`src/rtl/flb_params.svh`:
```
/*
 * constants of the loopback selector: register offsets, field positions,
 * reset values and fixed codes.
 * assumes inclusion by bare name from every design file that needs them.
 */
`ifndef FLB_PARAMS_SVH
`define FLB_PARAMS_SVH

// ----------------------------------------------------------------------
// register byte offsets
// ----------------------------------------------------------------------
`define FLB_OFS_PRIM      8'h00
`define FLB_OFS_SEC       8'h04
`define FLB_OFS_IDLE      8'h08
`define FLB_OFS_MODE      8'h0c
`define FLB_OFS_STAT      8'h10

// ----------------------------------------------------------------------
// field positions
// ----------------------------------------------------------------------
`define FLB_ADDR_LSB      0
`define FLB_ADDR_MSB      4
`define FLB_PSEL_LSB      5
`define FLB_PSEL_MSB      7
`define FLB_SSEL_LSB      5
`define FLB_SSEL_MSB      6
`define FLB_SEC_RSVD      7
`define FLB_MODE_E1       0
`define FLB_MODE_ESF      1
`define FLB_MODE_CNU      3

// ----------------------------------------------------------------------
// reset values and codes
// ----------------------------------------------------------------------
`define FLB_PRIM_RST      8'h00
`define FLB_SEC_RST       8'h00
`define FLB_IDLE_RST      8'h7f
`define FLB_MODE_RST      8'h00
`define FLB_AIS_CODE      8'hff
`define FLB_SLOT_ZERO     5'h00
`define FLB_FIFO_DEPTH    8

`endif

```
`src/rtl/flb_pkg.sv`:
```
/*
 * types of the loopback selector: primary and secondary mode codes.
 * assumes flb_params.svh for the numeric constants.
 */
package flb_pkg;

   // order of the literals is the selector code 0..7
   typedef enum logic [2:0]
   {
      P_NONE, P_LINE, P_BOARD, P_SYS_SLOT, P_LINE_SLOT, P_BCAST, P_PAYLOAD_REGEN,
      P_PAYLOAD_PASS
   } flb_prim_e;

   typedef enum logic [1:0]
   {
      S_NONE, S_SYS_SLOT, S_LINE_SLOT, S_RSVD
   } flb_sec_e;

   typedef logic [7:0] flb_octet_t;

endpackage

```
`src/rtl/flb_top.sv`:
```
/*
 * loopback selector of one framer channel: octet steering between the
 * line receive/transmit paths and the system highway, with an axi4-lite
 * register slave and a fifo on the line transmit path.
 * assumes octet-aligned inputs synchronous to SYS_CLK_I, one octet per
 * accepted strobe, and framing/crc engines outside that obey the flags.
 */
// Notes on behaviour
// - primary register: slot address and loop selector
// - idle code register, default 7f, fills slots
// - board loop: system back, ais to line
// - system slot loop, idle in line slot
// - line slot loop, idle in system slot
// - broadcast addressed slot also into slot zero
// - regen payload loop: line payload back, framing rebuilt
// - e1 regen loop rebuilds whole slot zero
// - receive path keeps feeding system during regen
// - connect loop: addressed system slot into zero
// - passthrough loop, only data link overwritten
// - esf passthrough excludes data link from crc
// - e1 passthrough keeps data link in crc
// - secondary loop only if distinct, unblocked
// - secondary register layout, bit 7 zero
// - secondary selector codes 00/01/10, 11 reserved
// - secondary register resets to 00
`include "flb_params.svh"
module flb_top
   import flb_pkg::*;
#(
   parameter int FIFO_DEPTH = `FLB_FIFO_DEPTH
)
(
   // clock, reset, enable
   input  wire logic        SYS_CLK_I,
   input  wire logic        NRST_I,
   input  wire logic        CE_I,
   // axi4-lite slave
   input  wire logic [7:0]  S_AXI_AWADDR_I,
   input  wire logic        S_AXI_AWVALID_I,
   output logic             S_AXI_AWREADY_O,
   input  wire logic [31:0] S_AXI_WDATA_I,
   input  wire logic [3:0]  S_AXI_WSTRB_I,
   input  wire logic        S_AXI_WVALID_I,
   output logic             S_AXI_WREADY_O,
   output logic [1:0]       S_AXI_BRESP_O,
   output logic             S_AXI_BVALID_O,
   input  wire logic        S_AXI_BREADY_I,
   input  wire logic [7:0]  S_AXI_ARADDR_I,
   input  wire logic        S_AXI_ARVALID_I,
   output logic             S_AXI_ARREADY_O,
   output logic [31:0]      S_AXI_RDATA_O,
   output logic [1:0]       S_AXI_RRESP_O,
   output logic             S_AXI_RVALID_O,
   input  wire logic        S_AXI_RREADY_I,
   // octet input stream
   input  wire logic        OCT_STB_I,
   output logic             OCT_READY_O,
   input  wire logic [4:0]  SLOT_I,
   input  wire logic [7:0]  LINE_RX_DATA_I,
   input  wire logic [7:0]  SYS_RX_DATA_I,
   // system highway transmit
   output logic [7:0]       SYS_TX_DATA_O,
   output logic             SYS_TX_VALID_O,
   // line transmit via fifo
   output logic [7:0]       LINE_TX_DATA_O,
   output logic             LINE_TX_REGEN_O,
   output logic             LINE_TX_DLINS_O,
   output logic             LINE_TX_VALID_O,
   input  wire logic        LINE_TX_READY_I,
   // framer engine control
   output logic             REGEN_FRAMING_O,
   output logic             DL_INSERT_O,
   output logic             CRC_EXCL_DL_O
);

   localparam logic [1:0] RESP_OK  = 2'b00;
   localparam logic [1:0] RESP_ERR = 2'b10;

   // the line fifo only serves power-of-two depths of at least 2
   if (FIFO_DEPTH < 2 || (FIFO_DEPTH & (FIFO_DEPTH - 1)) != 0)
   begin
      $error("FIFO_DEPTH must be a power of two of at least 2");
   end

   function automatic logic f_hit(input logic [4:0] slot, input logic [4:0] addr);
      f_hit = (slot == addr);
   endfunction

   // ----------------------------------------------------------------------
   // registers
   // ----------------------------------------------------------------------
   logic [7:0]  prim_r;
   logic [7:0]  sec_r;
   logic [7:0]  idle_r;
   logic [7:0]  mode_r;
   logic        aw_got_r;
   logic        w_got_r;
   logic [7:0]  awaddr_r;
   logic [7:0]  wdata_r;
   logic        wstrb0_r;
   logic        wr_do;
   logic        wr_ok;
   logic [7:0]  stat;
   logic [7:0]  rd_val;
   logic        rd_ok;

   assign S_AXI_AWREADY_O = !aw_got_r && !S_AXI_BVALID_O;
   assign S_AXI_WREADY_O  = !w_got_r && !S_AXI_BVALID_O;
   assign S_AXI_ARREADY_O = !S_AXI_RVALID_O;
   assign wr_do = CE_I && aw_got_r && w_got_r && !S_AXI_BVALID_O;
   assign wr_ok = (awaddr_r == `FLB_OFS_PRIM) || (awaddr_r == `FLB_OFS_SEC)
               || (awaddr_r == `FLB_OFS_IDLE) || (awaddr_r == `FLB_OFS_MODE);

   always_ff @(posedge SYS_CLK_I)
   begin
      if (!NRST_I)
      begin
         aw_got_r <= 1'b0;
         awaddr_r <= 8'h00;
      end
      else if (CE_I)
      begin
         if (S_AXI_AWVALID_I && S_AXI_AWREADY_O)
         begin
            aw_got_r <= 1'b1;
            awaddr_r <= {S_AXI_AWADDR_I[7:2], 2'b00};
         end
         else if (wr_do)
            aw_got_r <= 1'b0;
      end
   end

   always_ff @(posedge SYS_CLK_I)
   begin
      if (!NRST_I)
      begin
         w_got_r  <= 1'b0;
         wdata_r  <= 8'h00;
         wstrb0_r <= 1'b0;
      end
      else if (CE_I)
      begin
         if (S_AXI_WVALID_I && S_AXI_WREADY_O)
         begin
            w_got_r  <= 1'b1;
            wdata_r  <= S_AXI_WDATA_I[7:0];
            wstrb0_r <= S_AXI_WSTRB_I[0];
         end
         else if (wr_do)
            w_got_r <= 1'b0;
      end
   end

   always_ff @(posedge SYS_CLK_I)
   begin
      if (!NRST_I)
      begin
         S_AXI_BVALID_O <= 1'b0;
         S_AXI_BRESP_O  <= RESP_OK;
      end
      else if (CE_I)
      begin
         if (wr_do)
         begin
            S_AXI_BVALID_O <= 1'b1;
            S_AXI_BRESP_O  <= wr_ok ? RESP_OK : RESP_ERR;
         end
         else if (S_AXI_BREADY_I)
            S_AXI_BVALID_O <= 1'b0;
      end
   end

   // only byte lane 0 carries register bits
   always_ff @(posedge SYS_CLK_I)
   begin
      if (!NRST_I)
      begin
         prim_r <= `FLB_PRIM_RST;
         sec_r  <= `FLB_SEC_RST;
         idle_r <= `FLB_IDLE_RST;
         mode_r <= `FLB_MODE_RST;
      end
      else if (wr_do && wstrb0_r)
      begin
         if (awaddr_r == `FLB_OFS_PRIM)
            prim_r <= wdata_r;
         if (awaddr_r == `FLB_OFS_SEC)
            sec_r <= {1'b0, wdata_r[6:0]};
         if (awaddr_r == `FLB_OFS_IDLE)
            idle_r <= wdata_r;
         if (awaddr_r == `FLB_OFS_MODE)
            mode_r <= wdata_r;
      end
   end

   always_comb
   begin
      rd_ok  = 1'b1;
      rd_val = 8'h00;
      unique case ({S_AXI_ARADDR_I[7:2], 2'b00})
         `FLB_OFS_PRIM: rd_val = prim_r;
         `FLB_OFS_SEC:  rd_val = sec_r;
         `FLB_OFS_IDLE: rd_val = idle_r;
         `FLB_OFS_MODE: rd_val = mode_r;
         `FLB_OFS_STAT: rd_val = stat;
         default:       rd_ok  = 1'b0;
      endcase
   end

   always_ff @(posedge SYS_CLK_I)
   begin
      if (!NRST_I)
      begin
         S_AXI_RVALID_O <= 1'b0;
         S_AXI_RDATA_O  <= 32'h0000_0000;
         S_AXI_RRESP_O  <= RESP_OK;
      end
      else if (CE_I)
      begin
         if (S_AXI_ARVALID_I && S_AXI_ARREADY_O)
         begin
            S_AXI_RVALID_O <= 1'b1;
            S_AXI_RDATA_O  <= {24'h00_0000, rd_val};
            S_AXI_RRESP_O  <= rd_ok ? RESP_OK : RESP_ERR;
         end
         else if (S_AXI_RREADY_I)
            S_AXI_RVALID_O <= 1'b0;
      end
   end

   // ----------------------------------------------------------------------
   // mode decode
   // ----------------------------------------------------------------------
   flb_prim_e  psel;
   flb_sec_e   ssel;
   logic [4:0] paddr;
   logic [4:0] saddr;
   logic       cnu;
   logic       sec_act;

   assign psel  = flb_prim_e'(prim_r[`FLB_PSEL_MSB:`FLB_PSEL_LSB]);
   assign paddr = prim_r[`FLB_ADDR_MSB:`FLB_ADDR_LSB];
   assign ssel  = flb_sec_e'(sec_r[`FLB_SSEL_MSB:`FLB_SSEL_LSB]);
   assign saddr = sec_r[`FLB_ADDR_MSB:`FLB_ADDR_LSB];
   assign cnu   = mode_r[`FLB_MODE_CNU];
   // reserved secondary code is treated as no loopback
   assign sec_act = (saddr != paddr) && (ssel == S_SYS_SLOT || ssel == S_LINE_SLOT)
                 && psel != P_LINE && psel != P_BOARD && psel != P_PAYLOAD_PASS
                 && !(psel == P_PAYLOAD_REGEN && !cnu);

   assign REGEN_FRAMING_O = (psel == P_PAYLOAD_REGEN) && !cnu;
   assign DL_INSERT_O     = (psel == P_PAYLOAD_PASS);
   // e1 gets no exclusion: far end sees crc-4 errors by design
   assign CRC_EXCL_DL_O   = DL_INSERT_O && mode_r[`FLB_MODE_ESF];
   assign stat = {5'h00, DL_INSERT_O, REGEN_FRAMING_O, sec_act};

   // ----------------------------------------------------------------------
   // octet steering
   // ----------------------------------------------------------------------
   logic        acc;
   logic        fifo_rdy;
   logic [7:0]  cap_r;
   logic [7:0]  line_nxt;
   logic [7:0]  sys_nxt;
   logic        regen_nxt;
   logic        dlins_nxt;
   logic        phit;
   logic        shit;
   logic        slot0;

   assign OCT_READY_O = fifo_rdy;
   assign acc   = CE_I && OCT_STB_I && fifo_rdy;
   assign phit  = f_hit(SLOT_I, paddr);
   assign shit  = f_hit(SLOT_I, saddr);
   assign slot0 = f_hit(SLOT_I, `FLB_SLOT_ZERO);

   // slot zero precedes the addressed slot, so it carries last frame's copy
   always_ff @(posedge SYS_CLK_I)
   begin
      if (!NRST_I)
         cap_r <= 8'h00;
      else if (acc && phit)
         cap_r <= SYS_RX_DATA_I;
   end

   always_comb
   begin
      line_nxt  = SYS_RX_DATA_I;
      sys_nxt   = LINE_RX_DATA_I;
      regen_nxt = 1'b0;
      dlins_nxt = 1'b0;
      unique case (psel)
         P_NONE: ;
         P_LINE:
            line_nxt = LINE_RX_DATA_I;
         P_BOARD:
         begin
            sys_nxt  = SYS_RX_DATA_I;
            line_nxt = `FLB_AIS_CODE;
         end
         P_SYS_SLOT:
            if (phit)
            begin
               sys_nxt  = SYS_RX_DATA_I;
               line_nxt = idle_r;
            end
         P_LINE_SLOT:
            if (phit)
            begin
               line_nxt = LINE_RX_DATA_I;
               sys_nxt  = idle_r;
            end
         P_BCAST:
            if (slot0)
               line_nxt = cap_r;
         P_PAYLOAD_REGEN:
            if (cnu)
            begin
               if (slot0)
                  sys_nxt = cap_r;
            end
            else
            begin
               line_nxt  = LINE_RX_DATA_I;
               // e1 slot zero is rebuilt whole by the transmit framer
               regen_nxt = slot0 && mode_r[`FLB_MODE_E1];
            end
         P_PAYLOAD_PASS:
         begin
            line_nxt  = LINE_RX_DATA_I;
            dlins_nxt = 1'b1;
         end
      endcase
      if (sec_act && shit)
      begin
         if (ssel == S_SYS_SLOT)
         begin
            sys_nxt  = SYS_RX_DATA_I;
            line_nxt = idle_r;
         end
         else
         begin
            line_nxt = LINE_RX_DATA_I;
            sys_nxt  = idle_r;
         end
      end
   end

   always_ff @(posedge SYS_CLK_I)
   begin
      if (!NRST_I)
      begin
         SYS_TX_DATA_O  <= 8'h00;
         SYS_TX_VALID_O <= 1'b0;
      end
      else if (CE_I)
      begin
         SYS_TX_VALID_O <= acc;
         if (acc)
            SYS_TX_DATA_O <= sys_nxt;
      end
   end

   // a stalled line side backs up into OCT_READY_O
   flb_fifo #(.WIDTH(10), .DEPTH(FIFO_DEPTH)) u_fifo
   (
      .clk_i       (SYS_CLK_I),
      .nrst_i      (NRST_I),
      .ce_i        (CE_I),
      .in_valid_i  (CE_I && OCT_STB_I),
      .in_ready_o  (fifo_rdy),
      .in_data_i   ({dlins_nxt, regen_nxt, line_nxt}),
      .out_valid_o (LINE_TX_VALID_O),
      .out_ready_i (LINE_TX_READY_I),
      .out_data_o  ({LINE_TX_DLINS_O, LINE_TX_REGEN_O, LINE_TX_DATA_O})
   );
endmodule

```
`src/rtl/flb_fifo.sv`:
```
/*
 * flop-based fifo with valid/ready on both sides.
 * assumes one clock, synchronous active-low reset and a clock enable.
 */
`include "flb_params.svh"
module flb_fifo
   import flb_pkg::*;
#(
   parameter int WIDTH = 10,
   parameter int DEPTH = `FLB_FIFO_DEPTH
)
(
   // clock and reset
   input  wire logic             clk_i,
   input  wire logic             nrst_i,
   input  wire logic             ce_i,
   // fill side
   input  wire logic             in_valid_i,
   output logic                  in_ready_o,
   input  wire logic [WIDTH-1:0] in_data_i,
   // drain side
   output logic                  out_valid_o,
   input  wire logic             out_ready_i,
   output logic      [WIDTH-1:0] out_data_o
);

   localparam int AW = (DEPTH > 1) ? $clog2(DEPTH) : 1;

   // full/empty come from the pointer wrap bit, which needs a power of two
   if (DEPTH < 2 || (DEPTH & (DEPTH - 1)) != 0)
   begin
      $error("fifo depth must be a power of two of at least 2");
   end

   logic [WIDTH-1:0] mem_r [DEPTH];
   logic [AW:0]      wp_r;
   logic [AW:0]      rp_r;
   logic             full;
   logic             empty;
   logic             push;
   logic             pop;

   assign full        = (wp_r[AW] != rp_r[AW]) && (wp_r[AW-1:0] == rp_r[AW-1:0]);
   assign empty       = (wp_r == rp_r);
   assign in_ready_o  = !full;
   assign out_valid_o = !empty;
   assign out_data_o  = mem_r[rp_r[AW-1:0]];
   assign push        = ce_i && in_valid_i && !full;
   assign pop         = ce_i && out_ready_i && !empty;

   always_ff @(posedge clk_i)
   begin
      if (!nrst_i)
         wp_r <= '0;
      else if (push)
         wp_r <= wp_r + 1'b1;
   end

   always_ff @(posedge clk_i)
   begin
      if (!nrst_i)
         rp_r <= '0;
      else if (pop)
         rp_r <= rp_r + 1'b1;
   end

   // storage needs no reset: nothing reads a slot before it is written
   always_ff @(posedge clk_i)
   begin
      if (push)
         mem_r[wp_r[AW-1:0]] <= in_data_i;
   end

endmodule

```
`config.mk`:
```
export PLATFORM = sky130hd
export DESIGN_NAME = flb_top
export DESIGN_NICKNAME = d
export VERILOG_FILES = /design/src/rtl/flb_pkg.sv /design/src/rtl/flb_top.sv /design/src/rtl/flb_fifo.sv
export VERILOG_INCLUDE_DIRS = /design/src /design/src/rtl
export SDC_FILE = /design/constraint.sdc
export NUM_CORES = 1
export LEC_CHECK = 0
export BUFFER_PORTS_ARGS = -buffer_cell sky130_fd_sc_hd__buf_2
export CELL_PAD_IN_SITES_DETAIL_PLACEMENT = 0
export CELL_PAD_IN_SITES_GLOBAL_PLACEMENT = 1
export CORE_AREA = 2 2 138 140
export CTS_CLUSTER_SIZE = 10
export DETAILED_ROUTE_END_ITERATION = 8
export DIE_AREA = 0 0 140 142
export PLACE_DENSITY = 0.83
export SLEW_MARGIN = 40
export SYNTH_ARGS = -nofsm -noshare
export SYNTH_HDL_FRONTEND = slang
export SYNTH_SLANG_ARGS = --single-unit
```
`constraint.sdc`:
```
create_clock -name SYS_CLK_I -period 4.7 [get_ports SYS_CLK_I]
set_clock_uncertainty 0.15 [all_clocks]
set_input_delay 0.705 -clock SYS_CLK_I [delete_from_list [all_inputs] [get_ports SYS_CLK_I]]
set_output_delay 0.705 -clock SYS_CLK_I [all_outputs]
set_load 0.005 [all_outputs]
```
==> impl_metrics.csv, run 1 <==
group,metric,value,unit
run_status,status,"finished, violations left",
run_status,violations,"design-rule violations",
critical_path,worstPathMaxFanout,23,
global_route,grtUsageTotal,21.60,%
global_route,grt_pass1_wl,32910,um
sta,slew_viol_final,0,
floorplan,ios,148,
clock_tree,insertion_delay,440,ps
floorplan,start_util,46.92,%
clock_tree,cts_root_buf,"clkbuf_16",
critical_path,reg2reg_slack,1320,ps
critical_path,end_kind,"register",
finish,final_cell_area,9693,um^2
clock_tree,cts_made_buffers,17,
power_and_ir_drop,powerDensity,315.8,nW/um^2
yosys,synth_edf_count,80,
placed_design,gp_congestion,0.8302,
clock_tree,path_clk_slew,70,ps
yosys,syn_area,8660,um^2
sta,fin_crit,3378,ps
global_route,grt_pass1_vias,5936,
yosys,synth_common_cells,"nor2_1 (99), dfxtp_1 (88), edfxtp_1 (80)",
floorplan,die_w,140,um
critical_path,critPathBufInv,0,
routing,viasPerCell,5.674,
global_route,grt_max_degree,71,
sta,grt_setup_unrepaired,"false",
global_route,antenna_found_initial,0,
yosys,yosys_warnings,0,
critical_path,required,4660,ps
routing,wl_per_cell,19.17,um
sta,worst_pin_slew,808.9,ps
yosys,ys_top_cells_by_area,"edfxtp_1 (28%), dfxtp_1 (20%), mux2i_1 (7.7%), mux4_2 (7.0%), nor2_1 (4.3%)",
floorplan,core_region_area,18460,um^2
critical_path,cp.arrival,3340,ps
critical_path,crit_family,"simple AND/OR/NAND/NOR gates",
critical_path,crit_top_cell,"and2_1",
placed_design,io_buffer_count,90,
finish,drive_above_1_share,23.48,%
yosys,ys_ff_latch,168,
finish,ff_latch_area,4167,um^2
placed_design,dp_hpwl,14070,um
critical_path,cpPeakStageDelay,660,ps
clock_tree,cts-htree-levels,4,
clock_tree,cts_buffer_depth,2,
finish,syn2layout_area_growth,11.93,%
sta,setup_tns,0,ps
critical_path,timing.rr.start,"prim_r[6]$_SDFFE_PN0P_",
global_route,globalRouteOverflowTotal,0,
floorplan,dieHeight,142,um
sta,max_slew_margin,46.00,%
yosys,synthCells,794,
critical_path,path_cells,"nor2_1 -> and2_1 -> or2_4 -> and2_1 -> o31ai_1 -> a31oi_1",
critical_path,ff2ff_path_depth,6,
critical_path,crit_type,"reg2reg",
clock_tree,post-cts-setup-buffers,0,
clock_tree,cts_tree,"done",
sta,clock.fmax,296.0,MHz
yosys,ys_seq_area_share,48.09,%
sta,setup_viol,0,
yosys,avgSynthCellArea,10.91,um^2
yosys,ys.flop_type,"dfxtp_1",
clock_tree,cts-hold-fix-buffers,0,
yosys,yosysUniqueCellTypes,65,
routing,drtIter0Drc,637,
routing,dr.pass1.iters,9,
finish,fin_nets,946,
min_path,min-delay-start,"SYS_TX_VALID_O$_SDFFE_PN0P_",
finish,multi_input_comb_area,4098,um^2
min_path,hp-class,"reg2reg",
floorplan,rows,50,
power_and_ir_drop,p_leak,3.721,nW
critical_path,critical_path.slowest_cell,"a31oi_1",
routing,postRouteAntennaNets,0,
flow_run,drv_cap,0,
clock_tree,cts_resized,0,
power_and_ir_drop,power,3.061,mW
min_path,holdPathEnd,"SYS_TX_VALID_O$_SDFFE_PN0P_",
routing,wl,21230,um
sta,hold_viol,0,
clock_tree,clkSinkCount,168,
finish,diodes,0,
critical_path,worst_r2r_endpoint,"u_fifo.mem_r[5][6]$_DFFE_PP_",
min_path,hold_depth,2,
finish,final_core_util,52.52,%
sta,fin_crit_sh,71.88,%
floorplan,dieArea,19880,um^2
routing,drcViolationCount,3,
critical_path,start_kind,"register",
yosys,yosysTopAreaCell,"edfxtp_1",
yosys,synth_most_common_cell,"nor2_1",
yosys,async_flop_share,0,%
power_and_ir_drop,ir_drop,280.8,uV
finish,fillers,1651,
yosys,yosysTopAreaCellShare,27.74,%
routing,num_vias,6281,
placed_design,postPlaceCellArea,9160,um^2
[tightest hold or removal path, delay by kind of cell (launching register included)]
family | cells | cell delay, ps
compound gates | 1 | 50
flops | 1 | 320
simple gates | 1 | 60
[cell usage in the layout, fill, tap and decap left out, types with 11 or more instances in the layout]
cell type,Yosys,final
nor2_1,99,99
mux4_2,27,27
o221ai_1,15,15
o21ai_0,21,21
a21oi_1,20,20
clkbuf_16,0,17
nand2_1,62,62
conb_1,1,26
buf_2,18,90
and3_1,11,11
nor3_1,15,15
dfxtp_1,88,86
mux2_2,14,14
edfxtp_1,80,80
xor2_1,14,14
mux2i_1,67,67
o31ai_1,12,12
xnor2_1,11,11
a22oi_1,19,19
buf_4,29,15
[metal layers]
metal	track usage (%)	wire length (um)
met1	28.91	9445
met2	35.86	10530
met3	3.769	873
met4	7.390	373
met5	0	0
[stage by stage]
stage	std cells	hold slack (ps)	setup slack, ps
2_1_floorplan	819	299.9	1725
3_3_place_gp	1075	313.4	1285
3_5_place_dp	1075	321.6	1301
4_1_cts	1107	332.7	1278
5_1_grt	1107	346.1	1130
6_report	1107	333.5	1322
[cells by family after synthesis]
kind of cell | count (synthesis) | synth area share (%)
muxes | 109 | 16.76
xor gates and xnor gates | 25 | 2.529
other | 1 | 0.04330
AOI/OAI and AO/OA | 141 | 11.65
DFF | 168 | 48.09
buffers and inverters | 94 | 6.025
adders and majority gates | 3 | 0.4335
and+or+nand+nor | 253 | 14.48
[worst max-delay path by stage]
stage | slack [ps] | depth (start not counted) | to | start
2_1_floorplan | 1720 | 4 | u_fifo.mem_r[4][0]$_DFFE_PP_ | CE_I
3_3_place_gp | 1290 | 7 | u_fifo.mem_r[0][4]$_DFFE_PP_ | SLOT_I[0]
3_5_place_dp | 1300 | 6 | u_fifo.mem_r[0][5]$_DFFE_PP_ | prim_r[5]$_SDFFE_PN0P_
4_1_cts | 1280 | 6 | u_fifo.mem_r[0][5]$_DFFE_PP_ | prim_r[5]$_SDFFE_PN0P_
5_1_grt | 1130 | 6 | u_fifo.mem_r[0][5]$_DFFE_PP_ | prim_r[6]$_SDFFE_PN0P_
6_report | 1320 | 6 | u_fifo.mem_r[5][6]$_DFFE_PP_ | prim_r[6]$_SDFFE_PN0P_
[state kept, by name (all words and copies together) (netlist names), 4 cells and up, named ones only]
name and cells:
u_fifo.rp_r 4, prim_r 8, wdata_r 8, sec_r 7
u_fifo.mem_r 80, SYS_TX_DATA_O 8, idle_r 8, cap_r 8
mode_r 8, awaddr_r 6, S_AXI_RDATA_O 8, u_fifo.wp_r 4
[final cells by class]
type                            count  area share (%)
Timing Repair Buffer              105           5.809
Tap cell                          234           3.021
Clock inverter                     13           1.020
Clock buffer                       19           4.466
Sequential cell                   168           42.98
Multi-Input combinational cell    557           42.27
Inverter                           11          0.4260
[report_power, final]
part,internal [mW],total (mW),switching [mW]
Clock,0.682,1.27,0.585
Combinational,0.0948,0.220,0.125
Sequential,1.55,1.58,0.0224
(Power assumes the default switching activity.)
==> run 2, diff against run 1 <==
--- a/config.mk
+++ b/config.mk
@@ -9,11 +9,11 @@
 export BUFFER_PORTS_ARGS = -buffer_cell sky130_fd_sc_hd__buf_2
 export CELL_PAD_IN_SITES_DETAIL_PLACEMENT = 0
 export CELL_PAD_IN_SITES_GLOBAL_PLACEMENT = 1
-export CORE_AREA = 2 2 138 140
+export CORE_AREA = 2 2 144 146
 export CTS_CLUSTER_SIZE = 10
 export DETAILED_ROUTE_END_ITERATION = 8
-export DIE_AREA = 0 0 140 142
-export PLACE_DENSITY = 0.83
+export DIE_AREA = 0 0 146 148
+export PLACE_DENSITY = 0.77
 export SLEW_MARGIN = 40
 export SYNTH_ARGS = -nofsm -noshare
 export SYNTH_HDL_FRONTEND = slang
==> constraint.sdc (replaced) <==
create_clock -name SYS_CLK_I -period 3.5 [get_ports SYS_CLK_I]
set_clock_uncertainty 0.15 [all_clocks]
set_input_delay 0.525 -clock SYS_CLK_I [delete_from_list [all_inputs] [get_ports SYS_CLK_I]]
set_output_delay 0.525 -clock SYS_CLK_I [all_outputs]
set_load 0.005 [all_outputs]
==> run 2 against run 1 <==
The flow now finishes without violations. Via count grew 0.94%. Total power increased by 39%. First-iteration DRC count is 32% lower. Sequential power is 34% higher. Clock power rose by 46%.
==> impl_metrics.csv, run 2 (synthesized netlist as in run 1, its figures left out) <==
group,metric,value,unit
power_and_ir_drop,combPwrFrac,7.1,%
clock_tree,clkSinkCount,168,
critical_path,cp.arrival,2360,ps
routing,dr.pass1.iters,5,
floorplan,core_region_area,20040,um^2
finish,syn2layout_area_growth,14.22,%
routing,drtIter0Drc,436,
routing,wl_per_cell,18.99,um
sta,max_slew_margin,47.81,%
min_path,hp-class,"in2reg",
floorplan,start_util,43.21,%
sta,clock.fmax,329.2,MHz
floorplan,ios,148,
finish,largest_reg_flops,80,
clock_tree,cts-htree-levels,4,
sta,fin_crit_sh,86.78,%
sta,setup_tns,0,ps
sta,hold_viol,0,
placed_design,gp_congestion,0.8356,
finish,final_common_cell,"nor2_1",
global_route,globalRouteOverflowTotal,0,
sta,fin_crit,3037,ps
power_and_ir_drop,p_int,3.249,mW
power_and_ir_drop,powerDensity,431.7,nW/um^2
sta,layout_setup_ws,462.5,ps
routing,num_vias,6340,
placed_design,dp_hpwl,14730,um
clock_tree,cts-hold-fix-buffers,0,
clock_tree,cts_made_buffers,17,
floorplan,dieHeight,148,um
routing,wl,21990,um
finish,layout_common_cells,"nor2_1 (99), buf_2 (90), dfxtp_1 (88)",
power_and_ir_drop,p_sw,1.021,mW
critical_path,end_kind,"primary output",
power_and_ir_drop,clkPwrFrac,43.5,%
placed_design,place_ws,640.6,ps
global_route,antenna_found_initial,1,
floorplan,dieArea,21610,um^2
sta,grt_setup_unrepaired,"false",
routing,postRouteAntennaNets,0,
power_and_ir_drop,p_leak,3.824,nW
power_and_ir_drop,ir_drop,289.8,uV
routing,viasPerCell,5.475,
sta,setup_viol,0,
finish,fin_nets,960,
flow_run,drv_cap,0,
critical_path,crit_type,"reg2out",
clock_tree,cts_tree,"done",
clock_tree,cts_buffer_depth,2,
floorplan,rows,52,
global_route,grt_max_degree,71,
power_and_ir_drop,sequentialPowerShare,49.4,%
clock_tree,insertion_delay,430,ps
global_route,grtUsageTotal,20.50,%
clock_tree,path_clk_slew,70,ps
finish,final_cell_area,9891,um^2
critical_path,worstPathMaxFanout,12,
sta,slew_viol_final,0,
critical_path,required,2820,ps
clock_tree,cts_resized,0,
finish,drive_above_1_share,24.80,%
placed_design,io_buffer_count,90,
global_route,grt_pass1_vias,6153,
power_and_ir_drop,p_sw_share,23.92,%
placed_design,postPlaceCellArea,9298,um^2
routing,drcViolationCount,0,
run_status,status,"completed",
sta,worst_pin_slew,782.8,ps
critical_path,start_kind,"register",
floorplan,die_w,146,um
global_route,grt_pass1_wl,34110,um
clock_tree,post-cts-setup-buffers,0,
clock_tree,cts_root_buf,"clkbuf_16",
-- run 2: cell count changes in the layout (fill, tap and decap cells not counted), moves of 2 or more --
cell / previous run / this run
clkbuf_1: 2 / 0
dfxtp_2: 2 / 0
clkinv_1: 2 / 0
buf_4: 15 / 29
clkbuf_16: 17 / 19
dfxtp_1: 86 / 88
-- run 2: area by class of cell --
class                      count  area (um^2)
tap                          270        337.8
sequential                   168         4164
timing repair buffer         119        668.1
multi-input combinational    557         4086
clock inverter                12        101.3
clock buffer                  20        489.2
antenna                        1        2.502
fill                        1874        10150
inverter                      11        41.29
-- run 2: power by group through the flow --
stage,clock network (mW),logic (mW),registers [mW]
global placement,0,0.302,2.15
global route,1.99,0.335,2.11
floorplan,0,0.209,2.14
finish,1.86,0.304,2.11
detailed placement,0,0.305,2.15
CTS,1.89,0.307,2.11
-- run 2: worst max-delay path, cell delays in order, from the launching register on --
cell	delay (ps)
dfxtp_1	620
buf_4	270
nand2_1	280
nor3_1	550
buf_2	220
-- run 2: worst paths after layout --
path                               start                      endpoint  slack (ps)  cells past startpoint
hold reg to reg    wstrb0_r$_SDFFE_PN0P_         wstrb0_r$_SDFFE_PN0P_         330                      2
setup reg to reg  prim_r[5]$_SDFFE_PN0P_  u_fifo.mem_r[3][2]$_DFFE_PP_         620                      6
hold / removal          S_AXI_WDATA_I[3]       wdata_r[3]$_SDFFE_PN0P_         170                      3
setup / recovery  prim_r[6]$_SDFFE_PN0P_               REGEN_FRAMING_O         460                      4
-- run 2: metal layers --
metal	vias to the layer above	track usage (%)	part of all wire [%]
li1	3041	-	-
met1	3075	26.88	44
met2	194	34.34	49
met3	30	4.105	5.0
met4	0	6.553	1.8
met5	-	0	0
-- run 2: per-stage QoR --
step / hold slack, ps / util [%] / std cells / power [mW]
after floorplan: 299.9 / - / 819 / 2.354
after global placement: 312.7 / 46.40 / 1125 / 2.454
after detailed placement: 320.7 / 46.40 / 1125 / 2.459
after CTS: 158.7 / 49.34 / 1157 / 4.310
after global routing: 167.0 / 49.36 / 1158 / 4.434
final: 173.1 / 49.36 / 1158 / 4.270
==> run 3, diff against run 2 <==
--- a/config.mk
+++ b/config.mk
@@ -14,6 +14,7 @@
 export DETAILED_ROUTE_END_ITERATION = 8
 export DIE_AREA = 0 0 146 148
 export PLACE_DENSITY = 0.77
+export SETUP_SLACK_MARGIN = 0.5
 export SLEW_MARGIN = 40
 export SYNTH_ARGS = -nofsm -noshare
 export SYNTH_HDL_FRONTEND = slang
==> run 3 against run 2 <==
Critical path depth stayed put. Sequential power is essentially flat. Final cell count unchanged. Global-route usage unchanged. Largest power group unchanged. First-iteration DRC count increased by 7.3%. Sequential cell count stayed put. Worst hold slack worse by 1.5 ps. Highest routed layer unchanged. Largest cell class unchanged. Critical path type unchanged. Total power is essentially flat. Fmax increased by 7.4%. Via count fell by 0.21%. Critical endpoint unchanged.
==> impl_metrics.csv, run 3 (synthesized netlist as in run 1, its figures left out) <==
group,metric,value,unit
run_status,status,"completed",
global_route,antenna_found_initial,1,
sta,grt_setup_unrepaired,"false",
placed_design,gp_congestion,0.8356,
finish,syn2layout_area_growth,14.42,%
placed_design,io_buffer_count,90,
routing,drcViolationCount,0,
critical_path,endpoint,"REGEN_FRAMING_O",
floorplan,dieHeight,148,um
sta,clock.fmax,353.4,MHz
routing,viasPerCell,5.464,
clock_tree,clkSinkCount,168,
clock_tree,cts_root_buf,"clkbuf_16",
critical_path,end_kind,"primary output",
finish,final_cell_area,9908,um^2
floorplan,dieArea,21610,um^2
floorplan,core_region_area,20040,um^2
global_route,grt_max_degree,71,
placed_design,postPlaceCellArea,9298,um^2
floorplan,ios,148,
routing,wl_per_cell,18.94,um
finish,final_core_util,49.44,%
critical_path,reg2reg_slack,700,ps
critical_path,worst_r2r_endpoint,"u_fifo.mem_r[6][5]$_DFFE_PP_",
finish,fin_nets,960,
floorplan,start_util,43.21,%
routing,num_vias,6327,
clock_tree,cts_buffer_depth,2,
critical_path,ff2ff_path_depth,8,
critical_path,crit_type,"reg2out",
critical_path,cp.arrival,2150,ps
clock_tree,insertion_delay,430,ps
clock_tree,cts_made_buffers,17,
global_route,grtUsageTotal,20.50,%
floorplan,rows,52,
sta,max_slew_margin,46.65,%
finish,fillers,1871,
sta,setup_tns,0,ps
routing,drtIter0Drc,468,
power_and_ir_drop,ir_drop,291.0,uV
critical_path,required,2820,ps
min_path,hp-class,"in2reg",
global_route,grt_pass1_vias,6153,
sta,fin_crit_sh,80.84,%
critical_path,timing.rr.start,"prim_r[5]$_SDFFE_PN0P_",
finish,layout_common_cells,"nor2_1 (99), buf_2 (90), dfxtp_1 (88)",
clock_tree,post-cts-setup-buffers,0,
finish,largest_reg_flops,80,
flow_run,drv_cap,0,
critical_path,start_kind,"register",
clock_tree,cts-hold-fix-buffers,0,
routing,postRouteAntennaNets,0,
finish,final_common_cell,"nor2_1",
floorplan,die_w,146,um
sta,setup_viol,0,
routing,dr.pass1.iters,5,
placed_design,dp_hpwl,14730,um
sta,holdWs,171.6,ps
sta,fin_crit,2829,ps
global_route,globalRouteOverflowTotal,0,
min_path,min-delay-start,"S_AXI_WDATA_I[3]",
critical_path,worstPathMaxFanout,12,
power_and_ir_drop,powerDensity,430.9,nW/um^2
clock_tree,cts_tree,"done",
sta,slew_viol_final,0,
critical_path,cp-startpoint,"prim_r[6]$_SDFFE_PN0P_",
routing,wl,21930,um
sta,hold_viol,0,
power_and_ir_drop,p_leak,3.832,nW
finish,drive_above_1_share,25.14,%
clock_tree,path_clk_slew,70,ps
global_route,grt_pass1_wl,34110,um
sta,worst_pin_slew,800.2,ps
clock_tree,cts-htree-levels,4,
## run 3: cell type report
type / instances / area, um^2 / area share, %
Antenna cell: 1 / 2.502 / 0.02526
Clock buffer: 20 / 489.2 / 4.937
Clock inverter: 12 / 101.3 / 1.023
Inverter: 11 / 41.29 / 0.4167
Multi-Input combinational cell: 557 / 4104 / 41.42
Sequential cell: 168 / 4164 / 42.03
Tap cell: 270 / 337.8 / 3.410
Timing Repair Buffer: 119 / 668.1 / 6.743
## run 3: worst max-delay path, cell delays in order, from the launching register on
cell     delay [ps]
dfxtp_1         620
buf_4           270
nand2_1         280
nor3_2          370
buf_2           190
## run 3: metrics by stage
step | total power, mW | worst slack [ps] | cells
finish | 4.270 | 670.5 | 1158
global route | 4.434 | 508.7 | 1158
CTS | 4.310 | 520.7 | 1157
detailed placement | 2.459 | 640.6 | 1125
global placement | 2.454 | 697.3 | 1125
floorplan | 2.354 | 585.6 | 819
## run 3: what timing repair did
item	4_1_cts	5_1_grt
endpoints found under the setup margin	0	17
endpoints found under the hold margin	0	0
resized for setup	0	3
## run 3: worst min path at each step
stage | slack, ps | endpoint | depth (start not counted)
after floorplan | 300 | wstrb0_r$_SDFFE_PN0P_ | 2
after global placement | 310 | wstrb0_r$_SDFFE_PN0P_ | 2
after detailed placement | 320 | SYS_TX_VALID_O$_SDFFE_PN0P_ | 2
after CTS | 160 | wdata_r[3]$_SDFFE_PN0P_ | 3
after global routing | 170 | wdata_r[4]$_SDFFE_PN0P_ | 3
final | 170 | wdata_r[3]$_SDFFE_PN0P_ | 3
## run 3: report_power, final
group / switching, mW / leakage (nW) / internal (mW)
logic: 0.173 / 2.07 / 0.132
clock network: 0.821 / 0.294 / 1.03
registers: 0.0259 / 1.47 / 2.08
## run 3: metal layers
layer | vias up | global-route usage [%] | routed length, um
li1 | 3044 | - | -
met1 | 3078 | 26.88 | 9612
met2 | 173 | 34.34 | 10760
met3 | 32 | 4.105 | 1155
met4 | 0 | 6.553 | 400
met5 | - | 0 | 0
